### src/design/mcg_pkg.sv
// Package: constants, register map and carrier types of the clock generator
package mcg_pkg;

   // -----------------------------------------------------------------
   // Register offsets (byte addresses on the APB bus)
   // -----------------------------------------------------------------
   localparam logic [11:0] MCG_CGC_OFFSET  = 12'h000; // Clock gen control
   localparam logic [11:0] MCG_SC1_OFFSET  = 12'h004; // System control one
   localparam logic [11:0] MCG_STAT_OFFSET = 12'h008; // Generator status

   // -----------------------------------------------------------------
   // Field positions and reset values
   // -----------------------------------------------------------------
   localparam int unsigned MCG_CTRL_W      = 15;      // Used control bits
   localparam logic [31:0] MCG_CGC_RESET   = 32'h0000_0000;
   localparam logic [31:0] MCG_SC1_RESET   = 32'h0000_0000;
   localparam int unsigned MCG_HALVE_BIT   = 0;       // In system_control_one
   localparam int unsigned MCG_ST_LOCK_BIT = 0;
   localparam int unsigned MCG_ST_PLL_BIT  = 1;
   localparam int unsigned MCG_ST_RSVD_BIT = 2;
   localparam int unsigned MCG_ST_STATE_LO = 4;
   localparam int unsigned MCG_ST_FW_LO    = 16;

   // -----------------------------------------------------------------
   // Divider limits
   // -----------------------------------------------------------------
   localparam logic [1:0] MCG_IDIV_MAX = 2'h3;  // Input prescale ceiling
   localparam logic [3:0] MCG_ODIV_MAX = 4'hE;  // Output prescale ceiling

   // -----------------------------------------------------------------
   // Loop model: frequency word limits per band, step, lock count
   // -----------------------------------------------------------------
   localparam logic [15:0] MCG_FW_B0_LO = 16'h6666; // 100 of 250 scale
   localparam logic [15:0] MCG_FW_B0_HI = 16'h9999; // 150
   localparam logic [15:0] MCG_FW_B1_HI = 16'hCCCC; // 200
   localparam logic [15:0] MCG_FW_B2_HI = 16'hFFFF; // 250
   localparam logic [15:0] MCG_FW_STEP  = 16'h0010; // Per reference event
   localparam logic [3:0]  MCG_LOCK_CNT = 4'h8;     // Good events to lock

   // -----------------------------------------------------------------
   // Types
   // -----------------------------------------------------------------
   typedef enum logic [1:0] {
      MCG_SRC_BYP0 = 2'b00,
      MCG_SRC_BYP1 = 2'b01,
      MCG_SRC_RSVD = 2'b10,
      MCG_SRC_PLL  = 2'b11
   } mcg_src_type;

   typedef enum logic [1:0] {
      MCG_BAND_100 = 2'b00,
      MCG_BAND_150 = 2'b01,
      MCG_BAND_200 = 2'b10,
      MCG_BAND_RSV = 2'b11
   } mcg_band_type;

   typedef enum logic [1:0] {
      MCG_LOOP_OFF  = 2'b00,
      MCG_LOOP_ACQ  = 2'b01,
      MCG_LOOP_LOCK = 2'b10
   } mcg_loop_type;

   // Low bits of clock_generation_control, lsb last
   typedef struct packed {
      logic [4:0]   loop_multiply_factor;
      logic [3:0]   output_prescale_factor;
      logic [1:0]   input_prescale_factor;
      mcg_band_type vco_band_select;
      mcg_src_type  master_clock_source_select;
   } mcg_ctrl_type;

endpackage

### src/design/mcg_tick_div.sv
// Tick divider: one output pulse per (limit+1) input ticks
`timescale 1ns/100ps
module mcg_tick_div #(
   parameter int unsigned W = 6
) (
   input  wire logic         clk_in,    // Reference clock
   input  wire logic         rst_in,    // Async reset, high
   input  wire logic         clr_in,    // Restart count
   input  wire logic         tick_in,   // Input event
   input  wire logic [W-1:0] limit_in,  // Divide factor minus one
   output logic      [W-1:0] count_out, // Ticks seen in this period
   output logic              tick_out   // One pulse per period
);
   logic [W-1:0] cnt_q;
   logic [W-1:0] cnt_d;
   logic         tick_q;
   logic         tick_d;

   // Next count; a limit lowered below the count wraps on the next input tick
   always_comb begin
      cnt_d  = cnt_q;
      tick_d = 1'b0;
      if (clr_in) begin
         cnt_d = '0;
      end else if (tick_in) begin
         if (cnt_q >= limit_in) begin
            cnt_d  = '0;
            tick_d = 1'b1;
         end else begin
            cnt_d = cnt_q + W'(1);
         end
      end
   end

   // State registers
   always_ff @(posedge clk_in or posedge rst_in) begin
      if (rst_in) begin
         cnt_q  <= '0;
         tick_q <= 1'b0;
      end else begin
         cnt_q  <= cnt_d;
         tick_q <= tick_d;
      end
   end

   assign count_out = cnt_q;
   assign tick_out  = tick_q;
endmodule

### src/design/mcg_cpu_halve.sv
// CPU clock stage: passes or halves the master clock events
`timescale 1ns/100ps
module mcg_cpu_halve (
   input  wire logic clk_in,    // Reference clock
   input  wire logic rst_in,    // Async reset, high
   input  wire logic halve_in,  // 1: CPU runs at half master rate
   input  wire logic tick_in,   // Master clock event
   input  wire logic level_in,  // Master clock level
   output logic      tick_out,  // CPU clock event
   output logic      level_out  // CPU clock level
);
   logic phase_q;
   logic phase_d;
   logic tick_q;
   logic tick_d;
   logic level_q;
   logic level_d;

   // Every second master event passes when halving
   always_comb begin
      phase_d = phase_q;
      if (!halve_in) begin
         phase_d = 1'b0;
      end else if (tick_in) begin
         phase_d = ~phase_q;
      end
      tick_d  = tick_in & (~halve_in | phase_q);
      level_d = halve_in ? phase_d : level_in;
   end

   // State registers
   always_ff @(posedge clk_in or posedge rst_in) begin
      if (rst_in) begin
         phase_q <= 1'b0;
         tick_q  <= 1'b0;
         level_q <= 1'b0;
      end else begin
         phase_q <= phase_d;
         tick_q  <= tick_d;
         level_q <= level_d;
      end
   end

   assign tick_out  = tick_q;
   assign level_out = level_q;
endmodule

### src/design/mcg_top.sv
// Master clock generator: bypass prescalers, loop model, CPU/system clocks
//
// Notes on behaviour
// - Bypass: master = oscillator / ((input factor+1)*(output factor+1))
// - Both factors zero in bypass: master follows oscillator directly
// - Input factor up to 3, output factor up to 14
// - Loop mode: master = osc*(multiply+1)/((input+1)*(output+1))
// - Loop frequency moves in small steps, never jumps
// - One bit picks CPU and bus unit at master rate or half
// - System clock for peripherals equals CPU clock rate
// - Software control field picks bypass or loop generation
// - Band 00 100-150, 01 150-200, 10 200-250 MHz; 11 reserved
// - Loop mode: master is VCO divided by output factor plus one
`timescale 1ns/100ps
module mcg_top
   import mcg_pkg::*;
(
   input  wire logic        REF_CLK_IN,  // 50 MHz reference clock
   input  wire logic        RST_IN,      // Async reset, high
   input  wire logic        OSC_IN,      // Oscillator input pin
   input  wire logic        PSEL_IN,     // APB select
   input  wire logic        PENABLE_IN,  // APB enable
   input  wire logic        PWRITE_IN,   // APB direction
   input  wire logic [11:0] PADDR_IN,    // APB byte address
   input  wire logic [31:0] PWDATA_IN,   // APB write data
   output logic             PREADY_OUT,  // APB ready
   output logic      [31:0] PRDATA_OUT,  // APB read data
   output logic             PSLVERR_OUT, // APB error, unmapped address
   output logic             MC_CLK_OUT,  // Master clock level
   output logic             MC_TICK_OUT, // Master clock event
   output logic             CPU_CLK_OUT, // CPU and bus unit clock level
   output logic             CPU_TICK_OUT,// CPU and bus unit clock event
   output logic             SYS_TICK_OUT,// Peripheral system clock event
   output logic             LOCK_OUT     // Loop locked
);

   // -----------------------------------------------------------------
   // Oscillator pin synchroniser and edge detect
   // -----------------------------------------------------------------
   logic osc_meta_q;
   logic osc_sync_q;
   logic osc_prev_q;
   logic osc_rise;

   // Two stages before any logic looks at the pin
   always_ff @(posedge REF_CLK_IN or posedge RST_IN) begin
      if (RST_IN) begin
         osc_meta_q <= 1'b0;
         osc_sync_q <= 1'b0;
         osc_prev_q <= 1'b0;
      end else begin
         osc_meta_q <= OSC_IN;
         osc_sync_q <= osc_meta_q;
         osc_prev_q <= osc_sync_q;
      end
   end

   assign osc_rise = osc_sync_q & ~osc_prev_q;

   // -----------------------------------------------------------------
   // Register file over APB
   // -----------------------------------------------------------------
   mcg_ctrl_type ctrl_q;
   mcg_ctrl_type ctrl_d;
   logic         halve_q;
   logic         halve_d;
   logic         pready_q;
   logic         pready_d;
   logic [31:0]  prdata_q;
   logic [31:0]  prdata_d;
   logic         pslverr_q;
   logic         pslverr_d;
   logic [31:0]  status_word;
   logic         apb_take;
   logic         mapped;
   mcg_loop_type loop_q;
   logic [15:0]  fw_q;
   logic         rsvd_band;
   logic         pll_mode;

   assign apb_take = PSEL_IN & PENABLE_IN & pready_q;
   assign mapped   = (PADDR_IN == MCG_CGC_OFFSET) |
                     (PADDR_IN == MCG_SC1_OFFSET) |
                     (PADDR_IN == MCG_STAT_OFFSET);

   // Status word shows the loop's own state
   always_comb begin
      status_word                  = '0;
      status_word[MCG_ST_LOCK_BIT] = (loop_q == MCG_LOOP_LOCK);
      status_word[MCG_ST_PLL_BIT]  = pll_mode;
      status_word[MCG_ST_RSVD_BIT] = rsvd_band;
      status_word[MCG_ST_STATE_LO +: 2] = loop_q;
      status_word[MCG_ST_FW_LO +: 16]   = fw_q;
   end

   // One wait state: ready rises in the second access cycle
   always_comb begin
      ctrl_d    = ctrl_q;
      halve_d   = halve_q;
      pready_d  = PSEL_IN & PENABLE_IN & ~pready_q;
      prdata_d  = '0;
      pslverr_d = PSEL_IN & PENABLE_IN & ~pready_q & ~mapped;
      if (PSEL_IN && PENABLE_IN && !pready_q && !PWRITE_IN) begin
         unique case (PADDR_IN)
            MCG_CGC_OFFSET:  prdata_d = {17'h0_0000, ctrl_q};
            MCG_SC1_OFFSET:  prdata_d = {31'h0000_0000, halve_q};
            MCG_STAT_OFFSET: prdata_d = status_word;
            default:         prdata_d = '0;
         endcase
      end
      if (apb_take && PWRITE_IN) begin
         if (PADDR_IN == MCG_CGC_OFFSET) begin
            ctrl_d = mcg_ctrl_type'(PWDATA_IN[MCG_CTRL_W-1:0]);
            // Output factor above 14 is held at 14
            if (PWDATA_IN[9:6] > MCG_ODIV_MAX) begin
               ctrl_d.output_prescale_factor = MCG_ODIV_MAX;
            end
         end
         if (PADDR_IN == MCG_SC1_OFFSET) begin
            halve_d = PWDATA_IN[MCG_HALVE_BIT];
         end
      end
   end

   // Register file state
   always_ff @(posedge REF_CLK_IN or posedge RST_IN) begin
      if (RST_IN) begin
         ctrl_q    <= mcg_ctrl_type'(MCG_CGC_RESET[MCG_CTRL_W-1:0]);
         halve_q   <= MCG_SC1_RESET[MCG_HALVE_BIT];
         pready_q  <= 1'b0;
         prdata_q  <= '0;
         pslverr_q <= 1'b0;
      end else begin
         ctrl_q    <= ctrl_d;
         halve_q   <= halve_d;
         pready_q  <= pready_d;
         prdata_q  <= prdata_d;
         pslverr_q <= pslverr_d;
      end
   end

   // -----------------------------------------------------------------
   // Bypass path: both prescalers as one divider of their product
   // -----------------------------------------------------------------
   logic [5:0] byp_limit;
   logic [5:0] byp_half;
   logic [5:0] byp_count;
   logic       byp_tick;
   logic       byp_level;
   logic       byp_direct;

   assign pll_mode  = (ctrl_q.master_clock_source_select == MCG_SRC_PLL);
   // Product of the two factors, at most 4 x 15 = 60
   assign byp_limit = 6'((ctrl_q.input_prescale_factor + 3'd1) *
                     (ctrl_q.output_prescale_factor + 5'd1) - 1);
   assign byp_half   = 6'((7'(byp_limit) + 7'd2) >> 1);
   assign byp_direct = (byp_limit == 6'h00);
   assign byp_level  = byp_direct ? osc_sync_q
                                  : (byp_count < byp_half);

   mcg_tick_div #(.W(6)) u_byp_div (
      .clk_in    (REF_CLK_IN),
      .rst_in    (RST_IN),
      .clr_in    (pll_mode),
      .tick_in   (osc_rise),
      .limit_in  (byp_limit),
      .count_out (byp_count),
      .tick_out  (byp_tick)
   );

   // -----------------------------------------------------------------
   // Loop path: reference prescaler, VCO model, feedback compare
   // -----------------------------------------------------------------
   logic         ref_evt;
   logic         loop_run;
   mcg_loop_type loop_d;
   logic [15:0]  fw_d;
   logic [15:0]  acc_q;
   logic [15:0]  acc_d;
   logic         vco_tick;
   logic [6:0]   vco_cnt_q;
   logic [6:0]   vco_cnt_d;
   logic [6:0]   vco_seen;
   logic [6:0]   vco_target;
   logic [3:0]   good_q;
   logic [3:0]   good_d;
   logic [15:0]  band_lo;
   logic [15:0]  band_hi;
   logic [3:0]   pll_count;
   logic         pll_tick;
   logic         pll_level;

   assign rsvd_band = (ctrl_q.vco_band_select == MCG_BAND_RSV);
   assign loop_run  = pll_mode & ~rsvd_band;

   // Frequency word window of each band; reserved band stops the loop
   always_comb begin
      unique case (ctrl_q.vco_band_select)
         MCG_BAND_100: begin
            band_lo = MCG_FW_B0_LO;
            band_hi = MCG_FW_B0_HI;
         end
         MCG_BAND_150: begin
            band_lo = MCG_FW_B0_HI;
            band_hi = MCG_FW_B1_HI;
         end
         MCG_BAND_200: begin
            band_lo = MCG_FW_B1_HI;
            band_hi = MCG_FW_B2_HI;
         end
         MCG_BAND_RSV: begin
            band_lo = MCG_FW_B0_LO;
            band_hi = MCG_FW_B0_LO;
         end
      endcase
   end

   mcg_tick_div #(.W(2)) u_ref_div (
      .clk_in    (REF_CLK_IN),
      .rst_in    (RST_IN),
      .clr_in    (~loop_run),
      .tick_in   (osc_rise),
      .limit_in  (ctrl_q.input_prescale_factor),
      .count_out (),
      .tick_out  (ref_evt)
   );

   // Phase accumulator: carry out is one VCO period
   assign {vco_tick, acc_d} = loop_run ? (17'(acc_q) + 17'(fw_q))
                                       : 17'h0_0000;
   assign vco_seen   = vco_cnt_q + 7'(vco_tick);
   assign vco_target = 7'(ctrl_q.loop_multiply_factor) + 7'd1;

   // Loop control: word moves one step per reference event only
   always_comb begin
      loop_d    = loop_q;
      fw_d      = fw_q;
      good_d    = good_q;
      vco_cnt_d = vco_seen;
      if (!loop_run) begin
         loop_d    = MCG_LOOP_OFF;
         fw_d      = band_lo;
         good_d    = '0;
         vco_cnt_d = '0;
      end else begin
         unique case (loop_q)
            MCG_LOOP_OFF: begin
               loop_d = MCG_LOOP_ACQ;
               fw_d   = band_lo;
            end
            MCG_LOOP_ACQ, MCG_LOOP_LOCK: begin
               if (ref_evt) begin
                  vco_cnt_d = '0;
                  if (vco_seen < vco_target) begin
                     fw_d   = (fw_q > band_hi - MCG_FW_STEP) ? band_hi
                              : fw_q + MCG_FW_STEP;
                     good_d = '0;
                  end else if (vco_seen > vco_target) begin
                     fw_d   = (fw_q < band_lo + MCG_FW_STEP) ? band_lo
                              : fw_q - MCG_FW_STEP;
                     good_d = '0;
                  end else if (good_q != MCG_LOCK_CNT) begin
                     good_d = good_q + 4'd1;
                  end
                  loop_d = (good_d == MCG_LOCK_CNT) ? MCG_LOOP_LOCK
                                                    : MCG_LOOP_ACQ;
               end
            end
            default: begin
               loop_d = MCG_LOOP_OFF;
            end
         endcase
      end
   end

   // Loop state
   always_ff @(posedge REF_CLK_IN or posedge RST_IN) begin
      if (RST_IN) begin
         loop_q    <= MCG_LOOP_OFF;
         fw_q      <= MCG_FW_B0_LO;
         acc_q     <= '0;
         vco_cnt_q <= '0;
         good_q    <= '0;
      end else begin
         loop_q    <= loop_d;
         fw_q      <= fw_d;
         acc_q     <= acc_d;
         vco_cnt_q <= vco_cnt_d;
         good_q    <= good_d;
      end
   end

   // Output prescaler divides the VCO events down to master rate
   mcg_tick_div #(.W(4)) u_out_div (
      .clk_in    (REF_CLK_IN),
      .rst_in    (RST_IN),
      .clr_in    (~loop_run),
      .tick_in   (vco_tick),
      .limit_in  (ctrl_q.output_prescale_factor),
      .count_out (pll_count),
      .tick_out  (pll_tick)
   );

   assign pll_level = (ctrl_q.output_prescale_factor == 4'h0) ? acc_q[15]
      : (pll_count < 4'((5'(ctrl_q.output_prescale_factor) + 5'd2) >> 1));

   // -----------------------------------------------------------------
   // Master clock selection and CPU / system clocks
   // -----------------------------------------------------------------
   logic mc_tick_q;
   logic mc_tick_d;
   logic mc_level_q;
   logic mc_level_d;
   logic lock_q;
   logic cpu_tick;
   logic cpu_level;
   logic sys_tick_q;

   // Source switch is immediate; a short period can occur at the swap
   always_comb begin
      mc_tick_d  = pll_mode ? pll_tick : byp_tick;
      mc_level_d = pll_mode ? (loop_run & pll_level)
                            : byp_level;
   end

   // Master clock registers
   always_ff @(posedge REF_CLK_IN or posedge RST_IN) begin
      if (RST_IN) begin
         mc_tick_q  <= 1'b0;
         mc_level_q <= 1'b0;
         lock_q     <= 1'b0;
         sys_tick_q <= 1'b0;
      end else begin
         mc_tick_q  <= mc_tick_d;
         mc_level_q <= mc_level_d;
         lock_q     <= (loop_q == MCG_LOOP_LOCK);
         sys_tick_q <= mc_tick_d & (~halve_q | cpu_level);
      end
   end

   mcg_cpu_halve u_cpu (
      .clk_in    (REF_CLK_IN),
      .rst_in    (RST_IN),
      .halve_in  (halve_q),
      .tick_in   (mc_tick_d),
      .level_in  (mc_level_d),
      .tick_out  (cpu_tick),
      .level_out (cpu_level)
   );

   // -----------------------------------------------------------------
   // Outputs
   // -----------------------------------------------------------------
   assign PREADY_OUT   = pready_q;
   assign PRDATA_OUT   = prdata_q;
   assign PSLVERR_OUT  = pslverr_q;
   assign MC_CLK_OUT   = mc_level_q;
   assign MC_TICK_OUT  = mc_tick_q;
   assign CPU_CLK_OUT  = cpu_level;
   assign CPU_TICK_OUT = cpu_tick;
   assign SYS_TICK_OUT = sys_tick_q;
   assign LOCK_OUT     = lock_q;
endmodule

### config.mk
export PLATFORM = sky130hd
export DESIGN_NAME = mcg_top
export DESIGN_NICKNAME = d
export VERILOG_FILES = /design/src/design/mcg_pkg.sv /design/src/design/mcg_tick_div.sv /design/src/design/mcg_cpu_halve.sv /design/src/design/mcg_top.sv
export SDC_FILE = /design/constraint.sdc
export NUM_CORES = 1
export LEC_CHECK = 0
export ABC_AREA = 1
export BUFFER_PORTS_ARGS = -buffer_cell sky130_fd_sc_hd__buf_2
export CORE_MARGIN = 2
export CORE_UTILIZATION = 24
export DETAILED_ROUTE_END_ITERATION = 10
export PLACE_DENSITY_LB_ADDON = 0.05
export SYNTH_ARGS = -nofsm -noshare
export SYNTH_HDL_FRONTEND = slang
export SYNTH_SLANG_ARGS = --single-unit
### constraint.sdc
create_clock -name REF_CLK_IN -period 4 [get_ports REF_CLK_IN]
set_clock_uncertainty 0.15 [all_clocks]
set_input_delay 0.8 -clock REF_CLK_IN [delete_from_list [all_inputs] [get_ports REF_CLK_IN]]
set_output_delay 0.8 -clock REF_CLK_IN [all_outputs]
set_load 0.02 [all_outputs]
After elaboration in Yosys (flattened, before gate mapping)
Index checks and enable logic that the tools add are counted.
- magnitude comparators: 10
- equality and inequality tests: 17
- reduce and logical (&&, ||, !) cells: 18
- mux-type cells: 54
- $mul: 1
- bitwise gates (word level): 19
- add/sub/neg operators: 16
- operators by type and width (operator ; number):
    two-way mux 16 bit ; 6
    one-hot mux 32 bit (3 select lines) ; 1
    one-hot mux 16 bit (4 select lines) ; 1
    two-way mux 4 bit ; 13
    one-hot mux 16 bit (3 select lines) ; 1
    adder 16 x 5 -> 16 bit (second input constant) ; 2
    two-way mux 32 bit ; 1
    one-hot mux 16 bit (2 select lines) ; 1
    subtractor 16 x 5 -> 16 bit (second input constant) ; 2
    two-way mux 7 bit ; 3
    two-way mux 6 bit ; 3
    adder 16 x 16 -> 17 bit ; 1
    two-way mux 17 bit ; 1
    greater-than comparator 16 bit ; 1
    less-than comparator 16 bit ; 1
    two-way mux 1 bit ; 16
    == test 12 x 3 -> 1 bit (second input constant) ; 1
    == test 12 x 4 -> 1 bit (second input constant) ; 1
    zero test 12 bit ; 1
    two-way mux 2 bit ; 6
    bitwise AND 1 bit ; 9
    adder 4 x 1 -> 4 bit (second input constant) ; 2
    == test 2 bit (second input constant) ; 4
    inequality test 4 bit (second input constant) ; 2
    other kinds (36) ; 55
- bits in registers: 120
- word-level logic and storage cells: 165
- bits of input ports: 50
- output and inout port bits: 40

Longest topological paths before layout
Gate-level depths: netlist of the first run.
- depth after elaboration: 16
- gate-level depth with buffers: 29
- gate-level depth less buffers: 28

Hierarchy
Synthesis of the first run repeated with hierarchy kept, for this count alone.
- cells, all modules: 1108
- area, all modules: 8461.9 um2
- modules (own cells, without submodules) (module ; cells each ; sequential area each (um2) ; area each (um2) ; instances):
    mcg_top ; 950 ; 2537.4 ; 7278.2 ; 1
    mcg_tick_div (u_byp_div) ; 69 ; 175.2 ; 503.0 ; 1
    mcg_tick_div (u_out_div) ; 49 ; 125.1 ; 362.8 ; 1
    mcg_tick_div (u_ref_div) ; 26 ; 75.1 ; 193.9 ; 1
    mcg_cpu_halve ; 14 ; 75.1 ; 123.9 ; 1

Worst setup path after synthesis of the first run
No wires, ideal clock.
- kind: reg-to-reg
- start point: register fw_q[1]
- end point: register fw_q[0]
- data required time: 3721 ps
- stages on the path, launching flop included: 28
- arrival: 3900 ps
- buffers on the path: 1
- slack: -179 ps
- cells stage by stage: dfstp_2 > inv_1 > fa_1 > o21ai_1 > a21oi_1 > o21ai_1 > nand3_1 > nand2_1 > nand2_1 > inv_1 > ha_1 > ha_1 > nand3_1 > xor2_1 > inv_1 > ha_1 > nand2_1 > o21ai_0 > nor2_1 > nand2_1 > nand2_1 > nor2_2 > nand2_1 > nand2_1 > buf_4 > nor2_1 > nand2_1 > o21ai_0
- cells in the longest elaborated chain, start to end: 8
- elaborated cells between the ends (all ways): 16
- RTL lines (item ; line ; source):
    from (decl) ; mcg_top.sv:77 ; logic [15:0] fw_q;
    from (signal assigned) ; mcg_top.sv:286 ; fw_q <= fw_d;
    adder 16 x 16 -> 17 bit ; mcg_top.sv:229 ; assign {vco_tick, acc_d} = loop_run ? (17'(acc_q) + 17'(fw_q))
    two-way mux 17 bit ; mcg_top.sv:229 ;
    adder 7 x 1 -> 7 bit ; mcg_top.sv:231 ; assign vco_seen = vco_cnt_q + 7'(vco_tick);
    less-than comparator 7 x 6 -> 1 bit ; mcg_top.sv:254 ; if (vco_seen < vco_target) begin
    two-way mux 16 bit ; mcg_top.sv:254 ;
    two-way mux 16 bit ; mcg_top.sv:252 ; if (ref_evt) begin
    one-hot mux 16 bit (2 select lines) ; mcg_top.sv:246 ; unique case (loop_q)
    two-way mux 16 bit ; mcg_top.sv:240 ; if (!loop_run) begin
Several ways; a longest one is shown, not always the timed one. The select of a mux whose other input is x is not followed.
A chain may end at the register's enable or synchronous reset.

Final worst setup path of the first run
- start point: register fw_q[0]
- end point: register fw_q[2]
The elaborated chain is that of the path after synthesis.

==> flow_summary.toml, run 1 <==
[synth]
yosysSeqAreaShare = 0.366
ys_types = 44
synth_area_um2 = 8170
synth-edff-count = 0
synth_fp_nets = 1196
synth_most_common_cell = "nand2_1"
synth_area_per_cell_um2 = 7.87
synth_common_cells = "225 x nand2_1, 142 x inv_1, 111 x dfrtp_1"
synth_top_area_frac = 0.340
synth.area.top_cells = "dfrtp_1 34%, ha_1 16%, nand2_1 10%"
ys_warn_count = 0
synth_area_leader_cell = "dfrtp_1"
synth-seq-cells = 119
synth_ff_type = "dfrtp_1"
netlist_instances = 1038
synthArstFlopShare = 1.00

[worst_setup_path]
crit_family = "simple AND/OR/NAND/NOR gates"
start_kind = "register"
ff2ff_setup_slack_ns = -0.22
startpoint = "fw_q[0]$_DFFE_PP0P_"
cp_max_fo = 6
required_ns = 4.21
critical_path.endpoint = "fw_q[2]$_DFFE_PP1P_"
path_buf_inv = 3
crit_arrival_ns = 4.43
critPathCaptureType = "register"
cp.depth = 26
r2r_end = "fw_q[2]$_DFFE_PP1P_"
r2r-start = "fw_q[0]$_DFFE_PP0P_"
crit_type = "reg -> reg"
crit_slowest_cell = "fa_2"
reg2reg_depth = 26
cpPeakStageDelay_ns = 0.39

[clock_network]
h-tree-depth = 4
path_clk_slew_ns = 0.06
clock-root-buffer = "clkbuf_16"
worst_skew_pair.late_latency_ns = 0.43
cts.sink_count = 119
cts_made_buffers = 17
cts_tree = "built"
cts_hold_buffers = 0
clk_path_buf_depth = 2

[sta]
setup_ws_ns = -0.218
fmax_ghz = 0.237
fin_crit_ns = 4.22
worst_pin_slew_ns = 0.846
rsz0062_at_grt = "yes"
max_slew_margin = 0.435
setup_viol = 26
fin_crit_sh = 1.05
hold_viol = 0
finalMaxSlewViolations = 0

[power_and_ir_drop]
p_int_w = 0.00240
switching_share = 0.229
seq_power_share = 0.405
pwr-share-comb = 0.056
total_power_w = 0.00312
power_density_nw_per_um2 = 277
p_clk_frac = 0.539
peakVddDrop_v = 0.000292
leakagePower_nw = 5.75
p_switching_w = 0.000714

[grt]
grt_pass1_wl_um = 41800
grt_max_degree = 65
antenna_found_initial = 0
grt_overflow_total = 0
grtUsageTotal = 0.152
first_global_vias = 7662

[drt]
final_antenna_net_count = 0
via_per_inst = 4.31
firstDrtPassIters = 4
wl_per_cell_um = 15.2
post-route-drc-count = 0
dr_total_vias = 7311
drt_iter0_drc = 283
wirelength_um = 25700

[floorplanning]
die_h_um = 189
pin_count = 90
row_count = 67
start_util = 0.244
coreArea_um2 = 33500
dieArea_um2 = 35600
chipWidth_um = 189

[finish]
nets = 1392
antenna_cells = 0
syn_to_final_growth_pct = 37.7
final_util = 0.336
drive_gt1_frac = 0.294

[status]
status = "finished with violations"
violations = "setup timing"

[placed_design]
place.gp.congestion = 0.787
portBuffers = 71
dp_hpwl_um = 19400

[min_path]
min-delay-start = "osc_meta_q$_DFF_PP0_"
hold_path.class = "reg -> reg"

[job]
maxCapViolations = 0
## through the flow
stage,worst slack (ns),cell area [um2],cells,TNS [ns],hold WS (ns)
final,-0.218,11300,1695,-3.18,0.197
after global routing,-0.477,11300,1695,-10.65,0.220
after CTS,-0.235,10900,1688,-4.11,0.202
after global placement,-0.484,9800,1643,-8.41,0.193
after floorplan,0.0229,8220,1038,0,0.181
after detailed placement,-0.524,9800,1643,-9.24,0.189
## per-layer routing
layer  vias up  wire [um]  global-route usage
li1       3797          -                   -
met5         -          0                   0
met3        19        806              0.0242
met4         0        317              0.0445
met2        97      11800               0.244
met1      3398      12800               0.210
## cell usage in the layout, fill, tap and decap left out, types with 6 or more instances in the layout
cell type	n
nand2_1	185
inv_1	128
dfrtp_1	109
buf_4	103
ha_1	89
nor2_1	83
buf_2	71
a21oi_1	60
nand3_1	49
o21ai_0	42
nor3_1	40
nand2_2	29
xor2_1	29
clkbuf_16	17
buf_6	17
nand2_4	14
o21ai_1	14
inv_2	13
nand4_1	13
ha_4	13
a21oi_2	12
nand3_2	10
xnor2_1	8
dfstp_2	8
o21ai_2	7
nor2_4	6
## power by group through the flow
stage / clock, W / combinational, W / sequential, W
detailed placement: 0 / 0.000167 / 0.00128
global route: 0.00179 / 0.000206 / 0.00127
finish: 0.00168 / 0.000174 / 0.00126
CTS: 0.00174 / 0.000170 / 0.00126
floorplan: 0 / 0.000109 / 0.00127
global placement: 0 / 0.000164 / 0.00128
## area by class of cell
| cell class | count | area (um2) |
|---|---|---|
| Sequential cell | 119 | 2990 |
| Multi-Input combinational cell | 756 | 5150 |
| Fill cell | 3611 | 22300 |
| Inverter | 148 | 582 |
| Clock inverter | 9 | 145 |
| Clock buffer | 23 | 488 |
| Tap cell | 448 | 561 |
| Timing Repair Buffer | 192 | 1340 |
## worst min path at each step
stage                                end  slack, ns  cells after the start
CTS                 osc_sync_q$_DFF_PP0_       0.20                      0
global route        osc_sync_q$_DFF_PP0_       0.22                      0
detailed placement  osc_sync_q$_DFF_PP0_       0.19                      0
finish              osc_sync_q$_DFF_PP0_       0.20                      0
global placement    osc_sync_q$_DFF_PP0_       0.19                      0
floorplan           osc_sync_q$_DFF_PP0_       0.18                      0
## sequential cells by signal, indices dropped and copies added, names as in the netlist, 2 cells and up
signal	count
PRDATA_OUT	31
acc_q	16
fw_q	16
ctrl_q	15
vco_cnt_q	7
u_byp_div.count_out	6
good_q	4
u_out_div.count_out	4
loop_q	2
u_ref_div.count_out	2
## kinds of logic (layout without fill, tap and decap cells)
family | after synthesis | count (layout) | share of synthesized area
AOI/OAI and AO/OA | 162 | 162 | 0.106
xor gates and xnor gates | 41 | 41 | 0.0439
adders and majority gates | 108 | 108 | 0.170
buffers and inverters | 163 | 372 | 0.0808
DFF | 119 | 119 | 0.366
other | 1 | 1 | 0.000459
and+or+nand+nor | 444 | 444 | 0.233
## what timing repair did
action	4_1_cts	5_1_grt
setup buffers	13	10
pin swaps	46	69
setup endpoints to repair	29	31
resized for setup	96	79
Power figures use the tool's default switching activity.
==> inputs of run 2 (changes only) <==
--- a/config.mk
+++ b/config.mk
@@ -11,6 +11,7 @@
 export CORE_UTILIZATION = 24
 export DETAILED_ROUTE_END_ITERATION = 10
 export PLACE_DENSITY_LB_ADDON = 0.05
+export SKIP_LAST_GASP = 1
 export SYNTH_ARGS = -nofsm -noshare
 export SYNTH_HDL_FRONTEND = slang
 export SYNTH_SLANG_ARGS = --single-unit
==> run 2 against run 1 <==
The run still ends with setup timing left. Via count is essentially flat. Sequential share of layout area shrank 0.11 points. Sequential power is essentially flat. Wire length is essentially flat. Largest cell class unchanged. Worst hold slack is essentially flat. Core utilization grew 0.14 points. Final cell count is the same.
==> flow_summary.toml, run 2 (synthesized netlist as in run 1, its figures left out) <==
[placed_design]
placed_area_um2 = 9800
dpl.cell_count = 1643
dp_hpwl_um = 19400
place.gp.congestion = 0.787
portBuffers = 71

[worst_setup_path]
crit_arrival_ns = 4.45
crit_slowest_cell = "fa_2"
critPathCaptureType = "register"
cp_max_fo = 6
crit_family = "simple AND/OR/NAND/NOR gates"
start_kind = "register"
r2r_end = "fw_q[2]$_DFFE_PP1P_"
required_ns = 4.21
reg2reg_depth = 26
crit_type = "reg -> reg"
r2r-start = "fw_q[0]$_DFFE_PP0P_"
ff2ff_setup_slack_ns = -0.24
cpPeakStageDelay_ns = 0.39
path_buf_inv = 3

[finish]
layout_common_cells = "182 x nand2_1, 128 x inv_1, 109 x dfrtp_1"
design_area_um2 = 11300
nets = 1392
layout_commonest_cell = "nand2_1"
layout.cells.non_filler = 1695
drive_gt1_frac = 0.298
syn_to_final_growth_pct = 38.2
antenna_cells = 0
largest_reg_flops = 31

[sta]
whs_ns = 0.197
hold_viol = 0
max_slew_margin = 0.432
fin_crit_ns = 4.24
worst_pin_slew_ns = 0.850
tns_ns = -3.55
rsz0062_at_grt = "yes"
fin_crit_sh = 1.06
finalMaxSlewViolations = 0
setup_ws_ns = -0.237
setup_viol = 26
fmax_ghz = 0.236

[grt]
antenna_found_initial = 0
met2_usage = 0.244
grtUsageTotal = 0.152
grtUsageMet3 = 0.0240
grt_overflow_total = 0
top_usage_layer = "met2"
first_global_vias = 7657
use_met1 = 0.210
grt_max_degree = 65
grt_pass1_wl_um = 41800

[drt]
via_per_inst = 4.31
firstDrtPassIters = 4
final_antenna_net_count = 0
dr_total_vias = 7309
drt_iter0_drc = 292
wirelength_um = 25700
wl_per_cell_um = 15.2
post-route-drc-count = 0

[min_path]
min-delay-start = "osc_meta_q$_DFF_PP0_"
hold_path.class = "reg -> reg"
min_delay_path_depth = 0
holdPathEnd = "osc_sync_q$_DFF_PP0_"

[floorplanning]
pin_count = 90
die_h_um = 189
start_util = 0.244
dieArea_um2 = 35600
chipWidth_um = 189
row_count = 67
coreArea_um2 = 33500

[clock_network]
clock-root-buffer = "clkbuf_16"
cts_tree = "built"
clk_path_buf_depth = 2
cts.sink_count = 119
cts_made_buffers = 17
worst_skew_pair.late_latency_ns = 0.43
h-tree-depth = 4
cts_hold_buffers = 0
path_clk_slew_ns = 0.06

[job]
maxCapViolations = 0

[status]
violations = "setup timing"
status = "finished with violations"

[power_and_ir_drop]
leakagePower_nw = 5.75
peakVddDrop_v = 0.000293
total_power_w = 0.00312
power_density_nw_per_um2 = 276
-- run 2: cell counts in the layout (fill, tap and decap cells not counted) --
Identical to the previous run, type by type.
-- run 2: layout make-up --
type                       instances  area [um2]
clock buffer                      23         488
clock inverter                     9         145
fill                            3620       22200
inverter                         148         582
multi-input combinational        756        5190
sequential                       119        2990
tap                              448         561
timing repair buffer             192        1340
-- run 2: worst reg2reg max path, delay by kind of cell, from the launching register on --
kind | cells | cell delay, ns
adder cells (fa/ha/maj) | 4 | 1.06
AND/OR/NAND/NOR | 11 | 1.33
XOR/XNOR | 1 | 0.17
AO/OA/AOI/OAI | 7 | 0.82
buffers and inverters | 3 | 0.29
flip-flops | 1 | 0.34
-- run 2: routing by layer --
layer,part of all wire,wire length (um)
met5,0,0
met4,0.014,369
met3,0.025,646
met2,0.46,11800
met1,0.50,12900
-- run 2: repair_timing --
item | in CTS | in global routing
setup buffers | 13 | 10
hold endpoints to repair | 0 | 0
pin swaps | 46 | 72
resized for setup | 94 | 91
setup endpoints to repair | 29 | 31
-- run 2: where the power goes --
part | switching [W] | internal (W) | leakage (nW) | total, W
Sequential | 0.0000352 | 0.00123 | 1.55 | 0.00126
Clock | 0.000576 | 0.00110 | 0.317 | 0.00168
Combinational | 0.000102 | 0.0000731 | 3.88 | 0.000175
-- run 2: worst max-delay path by stage --
stage / start / endpoint / cells after the start
after floorplan: ctrl_q[6]$_DFFE_PP0P_ / u_cpu.level_out$_DFF_PP0_ / 22
after global placement: fw_q[0]$_DFFE_PP0P_ / fw_q[11]$_DFFE_PP0P_ / 26
after detailed placement: fw_q[0]$_DFFE_PP0P_ / fw_q[1]$_DFFE_PP1P_ / 27
after CTS: fw_q[1]$_DFFE_PP1P_ / loop_q[0]$_DFFE_PP0P_ / 26
after global routing: fw_q[0]$_DFFE_PP0P_ / fw_q[2]$_DFFE_PP1P_ / 26
final: fw_q[0]$_DFFE_PP0P_ / fw_q[2]$_DFFE_PP1P_ / 26
-- run 2: per-stage QoR --
stage,setup WS [ns],util
floorplan,0.0229,-
global route,-0.475,0.337
global placement,-0.484,0.292
finish,-0.237,0.337
CTS,-0.235,0.325
detailed placement,-0.524,0.292
==> inputs of run 3 (changes only) <==
--- a/config.mk
+++ b/config.mk
@@ -14,4 +14,5 @@
 export SKIP_LAST_GASP = 1
 export SYNTH_ARGS = -nofsm -noshare
 export SYNTH_HDL_FRONTEND = slang
+export SYNTH_HIERARCHICAL = 1
 export SYNTH_SLANG_ARGS = --single-unit
==> run 3 against run 2 <==
Flip-flop and latch count stayed put. Synthesized area is 3.5% higher. Die area is 3.4% higher. Core utilization is 0.80 points lower. The run still ends with setup timing left. Register-to-register slack worse by 0.04 ns.
==> flow_summary.toml, run 3 <==
[synth]
synth_top_area_frac = 0.328
synthArstFlopShare = 1.00
synth_most_common_cell = "nand2_1"
synth_area_per_cell_um2 = 7.64
synth-edff-count = 0
ys_warn_count = 6
synth_ff_type = "dfrtp_1"
synth_area_um2 = 8460
netlist_instances = 1108
synth-seq-cells = 119
ys_types = 43
synth_fp_nets = 1266
yosysSeqAreaShare = 0.353
synth.area.top_cells = "dfrtp_1 33%, ha_1 15%, nand2_1 12%"
synth_area_leader_cell = "dfrtp_1"
synth_common_cells = "266 x nand2_1, 172 x inv_1, 111 x dfrtp_1"

[sta]
hold_viol = 0
setup_viol = 20
worst_pin_slew_ns = 0.596
rsz0062_at_grt = "yes"
setup_ws_ns = -0.273
fin_crit_ns = 4.27
fmax_ghz = 0.234
tns_ns = -3.97
max_slew_margin = 0.597
fin_crit_sh = 1.07
finalMaxSlewViolations = 0

[floorplanning]
die_h_um = 192
pin_count = 90
start_util = 0.244
dieArea_um2 = 36800
row_count = 68
chipWidth_um = 192
coreArea_um2 = 34600

[grt]
grt_pass1_wl_um = 43100
grt_overflow_total = 0
antenna_found_initial = 0
grt_max_degree = 47
grtUsageTotal = 0.154
first_global_vias = 7597

[clock_network]
cts_tree = "built"
worst_skew_pair.late_latency_ns = 0.43
cts_made_buffers = 17
h-tree-depth = 4
path_clk_slew_ns = 0.06
cts.sink_count = 119
clock-root-buffer = "clkbuf_16"
clk_path_buf_depth = 2
cts_hold_buffers = 0

[finish]
design_area_um2 = 11400
antenna_cells = 0
layout.cells.non_filler = 1773
nets = 1464
layout_common_cells = "242 x nand2_1, 158 x inv_1, 113 x buf_4"
layout_commonest_cell = "nand2_1"
fillCellCount = 3700
drive_gt1_frac = 0.277
syn_to_final_growth_pct = 34.6
largest_reg_flops = 31

[worst_setup_path]
cp_max_fo = 7
crit_slowest_cell = "dfstp_2"
crit_top_cell = "a21oi_2"
cpPeakStageDelay_ns = 0.53
crit_type = "reg -> reg"
critPathCaptureType = "register"
required_ns = 4.19
crit_arrival_ns = 4.47
start_kind = "register"

[drt]
post-route-drc-count = 0
wl_per_cell_um = 15.3
drt_iter0_drc = 404
wirelength_um = 27200
firstDrtPassIters = 5
dr_total_vias = 7658
final_antenna_net_count = 0
via_per_inst = 4.32

[placed_design]
dp_hpwl_um = 21200
portBuffers = 71
placed_area_um2 = 10200
dpl.cell_count = 1726
place.gp.congestion = 0.775
post-place-ws_ns = -0.429

[power_and_ir_drop]
power_density_nw_per_um2 = 277
peakVddDrop_v = 0.000306
leakagePower_nw = 6.08

[status]
status = "finished with violations"
violations = "setup timing"

[min_path]
hold_path.class = "in -> async"

[job]
maxCapViolations = 0
[run 3: path summary, 6_finish.rpt]
kind / start / to / slack, ns / cells past startpoint
min in group REF_CLK_IN: osc_meta_q$_DFF_PP0_ / osc_sync_q$_DFF_PP0_ / 0.20 / 0
hold reg to reg: osc_meta_q$_DFF_PP0_ / osc_sync_q$_DFF_PP0_ / 0.20 / 0
max in group asynchronous: RST_IN / fw_q[1]$_DFFE_PP1P_ / 2.60 / 3
setup reg to reg: fw_q[1]$_DFFE_PP1P_ / fw_q[1]$_DFFE_PP1P_ / -0.27 / 26
hold / removal: RST_IN / u_ref_div/tick_out$_DFF_PP0_ / 0.20 / 2
setup / recovery: fw_q[1]$_DFFE_PP1P_ / fw_q[1]$_DFFE_PP1P_ / -0.27 / 26
[run 3: per-layer routing]
metal / wire, um / vias to the layer above / global-route usage
li1: - / 3963 / -
met1: 14500 / 3569 / 0.226
met2: 11700 / 113 / 0.237
met3: 805 / 13 / 0.0236
met4: 212 / 0 / 0.0367
met5: 0 / - / 0
[run 3: cell type report]
class                      count  area [um2]  area share
sequential                   119        2990       0.262
clock inverter                 8         146      0.0129
inverter                     181         687      0.0603
tap                          455         569      0.0500
clock buffer                  23         468      0.0411
multi-input combinational    792        5170       0.454
timing repair buffer         195        1360       0.119
[run 3: kinds of logic after synthesis]
logic type | after synthesis | share of synthesized area
AO/OA/AOI/OAI | 150 | 0.0988
multiplexers | 2 | 0.00237
adder cells (fa/ha/maj) | 108 | 0.164
other | 1 | 0.000443
buffers and inverters | 197 | 0.0920
XOR/XNOR | 35 | 0.0362
AND/OR/NAND/NOR | 496 | 0.253
flip-flops | 119 | 0.353
[run 3: power breakdown]
part | internal (W) | switching, W | leakage (nW)
Clock | 0.00107 | 0.000572 | 0.297
Combinational | 0.0000918 | 0.000140 | 4.22
Sequential | 0.00124 | 0.0000394 | 1.56
Total | 0.00240 | 0.000751 | 6.08
[run 3: metrics by stage]
| step | util | hold WS (ns) | total power, W |
|---|---|---|---|
| floorplan | - | 0.181 | 0.00142 |
| global placement | 0.295 | 0.186 | 0.00151 |
| detailed placement | 0.295 | 0.186 | 0.00151 |
| CTS | 0.322 | 0.179 | 0.00320 |
| global route | 0.329 | 0.199 | 0.00331 |
| finish | 0.329 | 0.199 | 0.00315 |
[run 3: critical path, delay by kind of cell (launching register included)]
kind | cells | cell delay [ns]
fa+ha+maj | 3 | 0.88
simple gates | 9 | 0.85
compound gates | 9 | 1.23
flops | 1 | 0.53
xor+xnor | 1 | 0.19
buf+inv | 4 | 0.35
[run 3: repair_timing]
action,in CTS,in global routing
setup buffers,13,3
resized for setup,62,55
endpoints found under the setup margin,29,31
pin swaps,39,61
